**config.mk**
```make
export PLATFORM = sky130hd
export DESIGN_NAME = ipsel_top
export DESIGN_NICKNAME = d
export VERILOG_FILES = /design/src/logic/ipsel_pkg.sv /design/src/logic/ipsel_pullup.sv /design/src/logic/ipsel_top.sv
export VERILOG_INCLUDE_DIRS = /design/src /design/src/logic
export SDC_FILE = /design/constraint.sdc
export NUM_CORES = 1
export LEC_CHECK = 0
export BUFFER_PORTS_ARGS = -buffer_cell sky130_fd_sc_hd__buf_4
export CAP_MARGIN = 30
export CELL_PAD_IN_SITES_DETAIL_PLACEMENT = 0
export CELL_PAD_IN_SITES_GLOBAL_PLACEMENT = 1
export CORE_AREA = 2 2 193 195
export DETAILED_ROUTE_END_ITERATION = 8
export DIE_AREA = 0 0 195 197
export PLACE_DENSITY = 0.81
export SYNTH_ARGS = -nofsm -noshare
export SYNTH_HDL_FRONTEND = slang
export SYNTH_HIERARCHICAL = 1
export SYNTH_SLANG_ARGS = --single-unit
```
**constraint.sdc**
```tcl
create_clock -name clk_i -period 1.8 [get_ports clk_i]
set_clock_uncertainty 0.1 [all_clocks]
set_input_delay 0.18 -clock clk_i [delete_from_list [all_inputs] [get_ports clk_i]]
set_output_delay 0.18 -clock clk_i [all_outputs]
set_load 0.005 [all_outputs]
```
**src/logic/ipsel_map.svh**
```systemverilog
// Register offsets, field positions, reset values and idle level of the input pin select block
`ifndef IPSEL_MAP_SVH
`define IPSEL_MAP_SVH

// ==========================================================================
// Register offsets
`define IPSEL_TMR_UART_OFS   20'h4_0098
`define IPSEL_IIO_OFS        20'h4_009A
`define IPSEL_SBUS_OFS       20'h4_009D
`define IPSEL_PU_BASE_OFS    20'h4_00A0
`define IPSEL_PORT_MODE_OFS  20'h4_00A8

// ==========================================================================
// Field positions (low bit of each field)
`define IPSEL_TA_POS         0
`define IPSEL_U3_POS         2
`define IPSEL_U4_POS         4
`define IPSEL_TB_POS         6
`define IPSEL_INTELLIGENT_IO_GROUP0_POS       0
`define IPSEL_Q0_POS         2
`define IPSEL_INTELLIGENT_IO_GROUP1_POS       4
`define IPSEL_Q1_POS         6
`define IPSEL_SB0_POS        0
`define IPSEL_SB1_POS        2
`define IPSEL_SB2_POS        4
`define IPSEL_P1_OD_POS      0

// ==========================================================================
// Reset values and masks
`define IPSEL_SEL_RST        8'h00
`define IPSEL_PU_RST         8'h00
`define IPSEL_MODE_RST       1'b0
`define IPSEL_SBUS_MASK      8'h3F

// Level fed to a peripheral input that has no pin selected
`define IPSEL_IDLE_LVL       1'b1

`endif

```
**src/logic/ipsel_pkg.sv**
```systemverilog
// Types shared by the input pin select block
package ipsel_pkg;
    typedef logic [7:0] ipsel_byte_t;
    typedef logic [1:0] ipsel_code_t;
    typedef logic [2:0] ipsel_quad_t;
endpackage

```
**src/logic/ipsel_pullup.sv**
```systemverilog
// Per-pin pull-up enables from per-group enable bits and pin directions
`timescale 1ns/1ps
module ipsel_pullup #(
    parameter int GROUPS = 40
) (
    input  wire logic                  clk_i,    // System clock
    input  wire logic                  rst_n_i,  // Sync reset, active low
    input  wire logic [GROUPS-1:0]     grp_en_i, // One enable per four pins
    input  wire logic [4*GROUPS-1:0]   dir_i,    // Direction bits, 1 = output
    output logic      [4*GROUPS-1:0]   pu_en_o   // Pull-up on, per pin
);
    logic [4*GROUPS-1:0] pu_reg;
    logic [4*GROUPS-1:0] pu_next;

    // ======================================================================
    // Group fan-out
    genvar g;
    generate
        for (g = 0; g < GROUPS; g++) begin : g_grp
            // Four pins share one bit; outputs never see a pull-up
            always_comb begin
                pu_next[4*g +: 4] = {4{grp_en_i[g]}} & ~dir_i[4*g +: 4];
            end
        end
    endgenerate

    always_ff @(posedge clk_i) begin
        if (!rst_n_i) begin
            pu_reg <= '0;
        end else begin
            pu_reg <= pu_next;
        end
    end

    assign pu_en_o = pu_reg;
endmodule // ipsel_pullup

```
**src/logic/ipsel_top.sv**
```systemverilog
// Input pin select, pull-up enables and port 1 output mode
//
// Function
// Each multi-pin input gets exactly one pin
// Timer A inputs from port 3 or 7/8
// UART ch3 inputs from four pin sets
// UART ch4 code 10 routes receive only
// Timer B six inputs per select code
// IIO group 0 from port 15/1/5
// Group 0 phase and index pin sets
// IIO group 1 from four pin sets
// Group 1 phase select matches group 0
// Serial bus 0 data from three sets
// Serial bus 1 data from three sets
// Serial bus 2 data from two sets
// IIO select register resets zero, all RW
// One pull-up bit per four pins
// Pull-ups act only on input pins
// Port 1 bit set turns off high drive
// Unlisted codes feed inactive constant level
// All selects and controls reset to zero
`timescale 1ns/1ps
`include "ipsel_map.svh"
module ipsel_top import ipsel_pkg::*; #(
    parameter int PU_REGS = 5
) (
    input  wire logic                   clk_i,       // System clock, 10 MHz
    input  wire logic                   rst_n_i,     // Sync reset, active low
    input  wire logic [19:0]            addr_i,      // Register address
    input  wire logic [7:0]             wdata_i,     // Write data
    input  wire logic                   wr_i,        // Write strobe
    input  wire logic                   rd_i,        // Read strobe
    output logic      [7:0]             rdata_o,     // Read data, cycle after rd_i
    input  wire logic [7:0]             p1_i,        // Port 1 pin levels
    input  wire logic [7:0]             p3_i,        // Port 3 pin levels
    input  wire logic [7:0]             p4_i,        // Port 4 pin levels
    input  wire logic [7:0]             p5_i,        // Port 5 pin levels
    input  wire logic [7:0]             p6_i,        // Port 6 pin levels
    input  wire logic [7:0]             p7_i,        // Port 7 pin levels
    input  wire logic [7:0]             p8_i,        // Port 8 pin levels
    input  wire logic [7:0]             p9_i,        // Port 9 pin levels
    input  wire logic [4:0]             p11_i,       // Port 11 pin levels
    input  wire logic [7:0]             p12_i,       // Port 12 pin levels
    input  wire logic [7:0]             p15_i,       // Port 15 pin levels
    input  wire logic [32*PU_REGS-1:0]  dir_i,       // Direction bits, 1 = output
    output logic      [32*PU_REGS-1:0]  pu_en_o,     // Pull-up enable per pin
    output logic                        p1_hi_off_o, // Port 1 high-side drive off
    output logic      [7:0]             ta_in_o,     // Timer A pins, see order below
    output logic      [2:0]             u3_in_o,     // UART ch3 {cts, rxd, clk}
    output logic      [2:0]             u4_in_o,     // UART ch4 {cts, rxd, clk}
    output logic      [5:0]             tb_in_o,     // Timer B channel 5..0
    output logic      [7:0]             intelligent_io_group0_in_o,   // IIO group 0 inputs 7..0
    output logic      [2:0]             q0_in_o,     // Group 0 {index, phase b, phase a}
    output logic      [7:0]             intelligent_io_group1_in_o,   // IIO group 1 inputs 7..0
    output logic      [2:0]             q1_in_o,     // Group 1 {index, phase b, phase a}
    output logic      [1:0]             sb0_in_o,    // Serial bus 0 {ssi, sso}
    output logic      [1:0]             sb1_in_o,    // Serial bus 1 {ssi, sso}
    output logic      [1:0]             sb2_in_o     // Serial bus 2 {ssi, sso}
);
    localparam logic I = `IPSEL_IDLE_LVL;

    // ======================================================================
    // Register file
    ipsel_byte_t             tmr_uart_reg, tmr_uart_next;
    ipsel_byte_t             iio_reg, iio_next;
    ipsel_byte_t             sbus_reg, sbus_next;
    logic [7:0]              pu_reg [PU_REGS];
    logic [7:0]              pu_next [PU_REGS];
    logic                    mode_reg, mode_next;
    logic [7:0]              rdata_reg, rdata_next;
    logic [8*PU_REGS-1:0]    pu_flat;

    always_comb begin
        tmr_uart_next = tmr_uart_reg;
        iio_next      = iio_reg;
        sbus_next     = sbus_reg;
        mode_next     = mode_reg;
        pu_next       = pu_reg;
        rdata_next    = 8'h00;
        if (wr_i) begin
            if (addr_i == `IPSEL_TMR_UART_OFS) tmr_uart_next = wdata_i;
            if (addr_i == `IPSEL_IIO_OFS)      iio_next = wdata_i;
            if (addr_i == `IPSEL_SBUS_OFS)     sbus_next = wdata_i & `IPSEL_SBUS_MASK;
            if (addr_i == `IPSEL_PORT_MODE_OFS) mode_next = wdata_i[`IPSEL_P1_OD_POS];
            for (int k = 0; k < PU_REGS; k++) begin
                if (addr_i == `IPSEL_PU_BASE_OFS + 20'(k)) pu_next[k] = wdata_i;
            end
        end
        // Unmapped reads return zero; the read never stalls
        if (rd_i) begin
            if (addr_i == `IPSEL_TMR_UART_OFS)  rdata_next = tmr_uart_reg;
            if (addr_i == `IPSEL_IIO_OFS)       rdata_next = iio_reg;
            if (addr_i == `IPSEL_SBUS_OFS)      rdata_next = sbus_reg;
            if (addr_i == `IPSEL_PORT_MODE_OFS) rdata_next = {7'h00, mode_reg};
            for (int k = 0; k < PU_REGS; k++) begin
                if (addr_i == `IPSEL_PU_BASE_OFS + 20'(k)) rdata_next = pu_reg[k];
            end
        end
    end

    always_ff @(posedge clk_i) begin
        if (!rst_n_i) begin
            tmr_uart_reg <= `IPSEL_SEL_RST;
            iio_reg      <= `IPSEL_SEL_RST;
            sbus_reg     <= `IPSEL_SEL_RST;
            mode_reg     <= `IPSEL_MODE_RST;
            rdata_reg    <= 8'h00;
            for (int k = 0; k < PU_REGS; k++) begin
                pu_reg[k] <= `IPSEL_PU_RST;
            end
        end else begin
            tmr_uart_reg <= tmr_uart_next;
            iio_reg      <= iio_next;
            sbus_reg     <= sbus_next;
            mode_reg     <= mode_next;
            rdata_reg    <= rdata_next;
            pu_reg       <= pu_next;
        end
    end

    // ======================================================================
    // Select fields
    logic        ta_sel;
    ipsel_code_t u3_sel, u4_sel, tb_sel, intelligent_io_group0_sel, q0_sel, intelligent_io_group1_sel, q1_sel;
    ipsel_code_t sb0_sel, sb1_sel, sb2_sel;

    assign ta_sel   = tmr_uart_reg[`IPSEL_TA_POS];
    assign u3_sel   = tmr_uart_reg[`IPSEL_U3_POS +: 2];
    assign u4_sel   = tmr_uart_reg[`IPSEL_U4_POS +: 2];
    assign tb_sel   = tmr_uart_reg[`IPSEL_TB_POS +: 2];
    assign intelligent_io_group0_sel = iio_reg[`IPSEL_INTELLIGENT_IO_GROUP0_POS +: 2];
    assign q0_sel   = iio_reg[`IPSEL_Q0_POS +: 2];
    assign intelligent_io_group1_sel = iio_reg[`IPSEL_INTELLIGENT_IO_GROUP1_POS +: 2];
    assign q1_sel   = iio_reg[`IPSEL_Q1_POS +: 2];
    assign sb0_sel  = sbus_reg[`IPSEL_SB0_POS +: 2];
    assign sb1_sel  = sbus_reg[`IPSEL_SB1_POS +: 2];
    assign sb2_sel  = sbus_reg[`IPSEL_SB2_POS +: 2];

    // Both groups share one phase and index pin map
    function automatic ipsel_quad_t quad_pins(ipsel_code_t c, logic [7:0] p3,
                                              logic [7:0] p7, logic [7:0] p8);
        case (c)
            2'b00:   quad_pins = {p8[3], p8[1], p8[0]};
            2'b01:   quad_pins = {p8[2], p7[7], p7[6]};
            2'b10:   quad_pins = {p8[3], p3[1], p3[0]};
            default: quad_pins = {p8[2], p3[1], p3[0]};
        endcase
    endfunction

    // ======================================================================
    // Pin routing; every case drives one pin or the idle level
    logic [7:0] ta_next, intelligent_io_group0_next, intelligent_io_group1_next;
    logic [2:0] u3_next, u4_next, q0_next, q1_next;
    logic [5:0] tb_next;
    logic [1:0] sb0_next, sb1_next, sb2_next;

    always_comb begin
        // Order: TA0 out, TA1 out, TA1 in, TA2 out, TA2 in, TA3 out, TA4 out, TA4 in
        if (!ta_sel) begin
            ta_next = {p3_i[7], p3_i[6], p3_i[1], p3_i[5], p3_i[4],
                       p3_i[3], p3_i[2], p3_i[0]};
        end else begin
            ta_next = {p8_i[1], p8_i[0], p7_i[6], p7_i[5], p7_i[4],
                       p7_i[3], p7_i[2], p7_i[0]};
        end
        case (u3_sel)
            2'b00:   u3_next = {p4_i[0], p4_i[2], p4_i[1]};
            2'b01:   u3_next = {p8_i[1], p8_i[0], p7_i[7]};
            2'b10:   u3_next = {p15_i[3], p15_i[2], p15_i[1]};
            default: u3_next = {p9_i[3], p9_i[1], p9_i[0]};
        endcase
        case (u4_sel)
            2'b00:   u4_next = {p9_i[4], p9_i[7], p9_i[5]};
            2'b01:   u4_next = {p3_i[7], p3_i[5], p3_i[4]};
            2'b10:   u4_next = {I, p7_i[5], I};
            default: u4_next = {p15_i[7], p15_i[5], p15_i[6]};
        endcase
        case (tb_sel)
            2'b00:   tb_next = {p6_i[3], p9_i[4], p9_i[3], p6_i[2], p6_i[1], p6_i[0]};
            2'b01:   tb_next = {p7_i[1], p9_i[4], p9_i[3], p9_i[7], p3_i[7], p1_i[4]};
            2'b10:   tb_next = {p7_i[1], p9_i[4], p9_i[3], p9_i[2], p9_i[1], p9_i[0]};
            default: tb_next = {p6_i[3], p9_i[4], p11_i[4], p6_i[2], p6_i[1], p3_i[5]};
        endcase
        case (intelligent_io_group0_sel)
            2'b00:   intelligent_io_group0_next = p15_i;
            2'b01:   intelligent_io_group0_next = p1_i;
            2'b10:   intelligent_io_group0_next = p5_i;
            default: intelligent_io_group0_next = {8{I}};
        endcase
        q0_next = quad_pins(q0_sel, p3_i, p7_i, p8_i);
        case (intelligent_io_group1_sel)
            2'b00:   intelligent_io_group1_next = {p7_i[1], p7_i[0], p8_i[1], p7_i[7],
                                  p7_i[6], p7_i[5], p7_i[4], p7_i[3]};
            2'b01:   intelligent_io_group1_next = {{4{I}}, p11_i[3:0]};
            2'b10:   intelligent_io_group1_next = p1_i;
            default: intelligent_io_group1_next = p4_i;
        endcase
        q1_next = quad_pins(q1_sel, p3_i, p7_i, p8_i);
        case (sb0_sel)
            2'b00:   sb0_next = {p1_i[2], p1_i[0]};
            2'b01:   sb0_next = {p6_i[2], p6_i[3]};
            2'b10:   sb0_next = {p12_i[6], p12_i[4]};
            default: sb0_next = {I, I};
        endcase
        case (sb1_sel)
            2'b00:   sb1_next = {p4_i[6], p4_i[4]};
            2'b01:   sb1_next = {p6_i[6], p6_i[7]};
            2'b10:   sb1_next = {p12_i[2], p12_i[0]};
            default: sb1_next = {I, I};
        endcase
        case (sb2_sel)
            2'b00:   sb2_next = {p5_i[6], p5_i[4]};
            2'b01:   sb2_next = {p7_i[1], p7_i[0]};
            default: sb2_next = {I, I};
        endcase
    end

    // ======================================================================
    // Output registers; one cycle from pin to peripheral
    logic [47:0] route_reg;
    logic [47:0] route_next;

    assign route_next = {ta_next, u3_next, u4_next, tb_next, intelligent_io_group0_next, q0_next,
                         intelligent_io_group1_next, q1_next, sb0_next, sb1_next, sb2_next};

    always_ff @(posedge clk_i) begin
        if (!rst_n_i) begin
            route_reg <= {48{I}};
        end else begin
            route_reg <= route_next;
        end
    end

    assign {ta_in_o, u3_in_o, u4_in_o, tb_in_o, intelligent_io_group0_in_o, q0_in_o,
            intelligent_io_group1_in_o, q1_in_o, sb0_in_o, sb1_in_o, sb2_in_o} = route_reg;
    assign rdata_o     = rdata_reg;
    assign p1_hi_off_o = mode_reg;

    // ======================================================================
    // Pull-up fan-out
    genvar r;
    generate
        for (r = 0; r < PU_REGS; r++) begin : g_pu
            assign pu_flat[8*r +: 8] = pu_reg[r];
        end
    endgenerate

    ipsel_pullup #(
        .GROUPS (8*PU_REGS)
    ) u_pullup (
        .clk_i    (clk_i),
        .rst_n_i  (rst_n_i),
        .grp_en_i (pu_flat),
        .dir_i    (dir_i),
        .pu_en_o  (pu_en_o)
    );
endmodule // ipsel_top

```
# After elaboration in Yosys (flattened, before gate mapping)
# Index checks and enable logic that the tools add are counted.
[classes]
muxes = 20
reduce_logical = 20
bitwise_logic = 80
n_eq_ne = 28
[ops]
columns = ["op", "count"]
rows = [
  ["$eq A20 B19 Y1 const B", 9],
  ["$and A4 B4 Y4", 40],
  ["$not A4 Y4", 40],
  ["$mux W8", 10],
  ["$pmux W8 S3", 2],
  ["$pmux W3 S3", 4],
  ["$eq A2 B1 Y1 const B", 10],
  ["$logic_not A2 Y1", 10],
  ["$reduce_and A2 Y1", 10],
  ["$eq A2 B2 Y1 const B", 9],
  ["$pmux W6 S3", 1],
  ["$pmux W2 S3", 2],
  ["$pmux W2 S2", 1],
]
[totals]
output_inout_bits = 217
regBits = 279
wordCells = 160

# Longest topological paths before layout
[logic_depth]
depth_word = 10
ltp_mapped = 7
depth_no_buf = 5

# Cells and area by module
# Netlist, hierarchy kept.
[by_module_without_submodules]
columns = ["mod", "n_inst", "area_each_um2", "seq_area_each_um2", "cells_per_inst"]
rows = [
  ["ipsel_top", 1, 5688.0, 2382.3, 582],
  ["ipsel_pullup", 1, 4800.9, 3203.1, 337],
]

# Worst setup path before layout
# No wires, ideal clock.
[synth_timing]
kind = "input to register"
from = "input addr_i[13]"
to = "register pu_reg, in the netlist pu_flat[10]"
arrival_time_ps = 1641
stages = 6
slack_ps = -57
setup_time_ps = 116
cell_sequence = "nor4_4 -> nand3b_1 -> or4_1 -> buf_2 -> mux2i_1 -> nor2b_1"
[synth_via]
elab_chain_cells = 2
[synth_rtl]
columns = ["element", "line", "rtl"]
rows = [
  ["start: declaration", "ipsel_top.sv:29", "input wire logic [19:0] addr_i,"],
  ["$eq A20 B19 Y1", "ipsel_top.sv:86", "if (addr_i == `IPSEL_PU_BASE_OFS + 20'(k)) pu_next[k] = wdata_i;"],
  ["$reduce_and A2 Y1 (no line)", "-", ""],
  ["end signal: indexed assignment", "ipsel_top.sv:109", "pu_reg[k] <= `IPSEL_PU_RST;"],
  ["end signal: assignment", "ipsel_top.sv:117", "pu_reg <= pu_next;"],
  ["end: declaration", "ipsel_top.sv:67", "logic [7:0] pu_reg [PU_REGS];"],
]
# No other way between the ends.
# A chain may end at the register's enable or synchronous reset.

# Worst setup path after layout
[layout_timing]
from = "register sbus_reg[1]"
to = "register route_reg[4]"
[layout_via]
elab_chain_cells = 2
word_cells_on_any_way = 4
[layout_rtl]
columns = ["element", "line", "rtl"]
rows = [
  ["start: declaration", "ipsel_top.sv:66", "ipsel_byte_t sbus_reg, sbus_next;"],
  ["start signal: assignment", "ipsel_top.sv:105", "sbus_reg <= `IPSEL_SEL_RST;"],
  ["start signal: assignment", "ipsel_top.sv:114", "sbus_reg <= sbus_next;"],
  ["$eq A2 B2 Y1, or another cell as far along", "ipsel_top.sv:199", "case (sb0_sel)"],
  ["$pmux W2 S3 (*)", "ipsel_top.sv:199", ""],
  ["end signal: assignment", "ipsel_top.sv:228", "route_reg <= {48{I}};"],
  ["end signal: assignment", "ipsel_top.sv:230", "route_reg <= route_next;"],
  ["end: declaration", "ipsel_top.sv:220", "logic [47:0] route_reg;"],
]
# Mark *: on every way between the ends. The rest lies on a longest branch, timed or not.

==> impl_metrics.yaml <==
grt:
  grt_first_pass_wirelength_mm: 65.8
  antenna_found_initial: 1
  grt_usage: 0.227
  overflow: 0
  grt_max_degree: 207
  first_global_vias: 10900
sta:
  worstMarginPinSlew_ns: 0.698
  maxSlewHeadroom: 0.535
  final_max_slew_viol_count: 0
  setup_ws_ns: 0.123
  hold_violations: 0
  rsz0062_at_grt: "false"
  fin_crit_sh: 0.932
  setup_tns_ns: 0
  finalSetupViolCount: 0
  fmax_ghz: 0.596
  whs_ns: 0.0643
  period_needed_ns: 1.68
logic_synthesis:
  synth-main-ff-cell: "dfxtp_1"
  synth_area_um2: 10500
  netlist_instances: 919
  async_flop_share: 0
  syn_area_per_cell_um2: 11.4
  syn_nets: 1196
  ys_seq_area_frac: 0.533
  ys_warn_count: 6
  synth_cell_type_count: 51
  synth_edf_count: 0
  ys_ff_latch: 279
final_layout:
  nets: 1974
  fin_util: 0.515
  largest_reg_flops: 160
  final_cell_mix: "buf_4, dfxtp_1, dlygate4sd3_1"
  drive_above_1_share: 0.433
  final_common_cell: "buf_4"
  syn_to_final_growth_pct: 78.0
clocking:
  cts_tree: "built"
  post_cts_buffers: 0
  cts_made_buffers: 34
  cts_sinks: 279
  cts_max_level: 2
  clockBufferDepth: 3
  root_buffer: "clkbuf_16"
  clkLatencyLatePin_ns: 0.51
  clkTransAtPathRegs_ns: 0.05
detailed_routing:
  routed_wirelength_mm: 45.0
  drt_iter0_drc: 366
  first_pass_iters: 4
  vias: 10200
  avgViaCountPerCell: 4.65
  drt-wirelength-per-cell_um: 20.6
  drc_errors: 0
  ant_nets: 0
power_and_ir_drop:
  power.total_uw: 14300
  comb_power_share: 0.103
  p_switching_uw: 3150
  p_int_uw: 11100
  p_clk_frac: 0.459
  p_per_area_nw_per_um2: 765
  power_frac_seq: 0.438
  ir_worst_vdd_mv: 0.691
  p_leak_uw: 0.00880
  swShare: 0.220
placement:
  dp_slack_ns: -0.302
  io_buffers: 482
  dp_hpwl_mm: 31.9
  gp_congestion: 0.918
die:
  row_count: 70
  initial_utilization: 0.289
  fp.dieH_um: 197
  die_w_um: 195
  io_pins: 494
  die-area_um2: 38400
  core_area_um2: 36300
setup_path:
  endpoint_kind: "register"
  critPathRequiredTime_ns: 2.07
  worstPathMaxFanout: 5
  reg2reg_slack_ns: 0.12
  arrival_ns: 1.95
  start_kind: "register"
  crit_type: "reg -> reg"
outcome:
  status: "finished clean"
hold_path:
  hold_class: "in -> reg"
job:
  drv_cap: 0
==> synthesized netlist by cell type, drive strengths merged, types with 7 or more instances <==
cell type    n  area share
nand2       73       0.026
and3         8      0.0048
a21boi      10      0.0072
nand3       25       0.013
mux4         9       0.019
mux2i       75       0.072
nand2b      13      0.0078
a2111oi      8      0.0073
and3b      161        0.15
and4         7      0.0058
buf         11      0.0054
mux2        22       0.024
nor2b       59       0.035
dfxtp      279        0.53
o22ai       18       0.011
clkbuf      50       0.019
o21ai       11      0.0052
nand4       10      0.0074
nor3        13      0.0078
==> cell families (layout without fill, tap and decap cells) <==
logic type / count (synthesis) / after routing / synth area share
buf+inv: 67 / 865 / 0.0266
mux: 106 / 106 / 0.115
flops: 279 / 279 / 0.533
xor+xnor: 1 / 1 / 0.000835
other cells: 0 / 1 / 0
simple gates: 398 / 398 / 0.281
compound gates: 68 / 68 / 0.0449
==> power groups by stage <==
stage / Combinational [uW] / Sequential (uW) / Clock (uW)
after CTS: 1460 / 6250 / 6750
final: 1470 / 6250 / 6560
after detailed placement: 1010 / 6380 / 0
after global placement: 993 / 6380 / 0
after floorplan: 280 / 6390 / 0
after global routing: 1560 / 6250 / 7000
==> metal layers <==
metal  track usage  vias up  part of all wire
met4         0.101        0             0.039
met1         0.254     4792              0.39
li1              -     4822                 -
met5             0        -                 0
met2         0.411      460              0.50
met3        0.0527       97             0.069
==> worst paths after layout <==
path,start,end,depth (start not counted)
worst max-delay path,sbus_reg[1]$_SDFFE_PN0P_,route_reg[4]$_SDFF_PN1_,4
worst min-delay path,p4_i[3],route_reg[12]$_SDFF_PN1_,3
worst max register to register,sbus_reg[1]$_SDFFE_PN0P_,route_reg[4]$_SDFF_PN1_,4
worst min register to register,tmr_uart_reg[1]$_SDFFE_PN0P_,tmr_uart_reg[1]$_SDFFE_PN0P_,2
==> cell type report <==
class	count	area [um2]
clock buffers	46	980
clock inverters	10	82.6
well taps	468	586
flip-flops and latches	279	5590
repair buffers	803	6760
multi-input cells	573	4650
inverters	6	22.5
fillers	3095	17600
diodes	1	2.50
==> worst max-delay path: stages (launching register included) <==
cell,delay (ns)
dfxtp_2,0.37
mux2_2,0.34
dlygate4sd3_1,0.55
o22ai_1,0.12
nand2_1,0.06
==> metrics by stage <==
| stage | instances | instance area [um2] |
|---|---|---|
| after floorplan | 919 | 10500 |
| after global placement | 1880 | 15100 |
| after detailed placement | 1880 | 15100 |
| after CTS | 2185 | 18700 |
| after global routing | 2186 | 18700 |
| final | 2186 | 18700 |
==> timing repair <==
item                       CTS  global route
setup endpoints to repair    0             1
gates resized for setup      0             1
hold endpoints to repair   269             0
hold buffers               249             0
No activity file was read; power rests on OpenSTA's default activity.
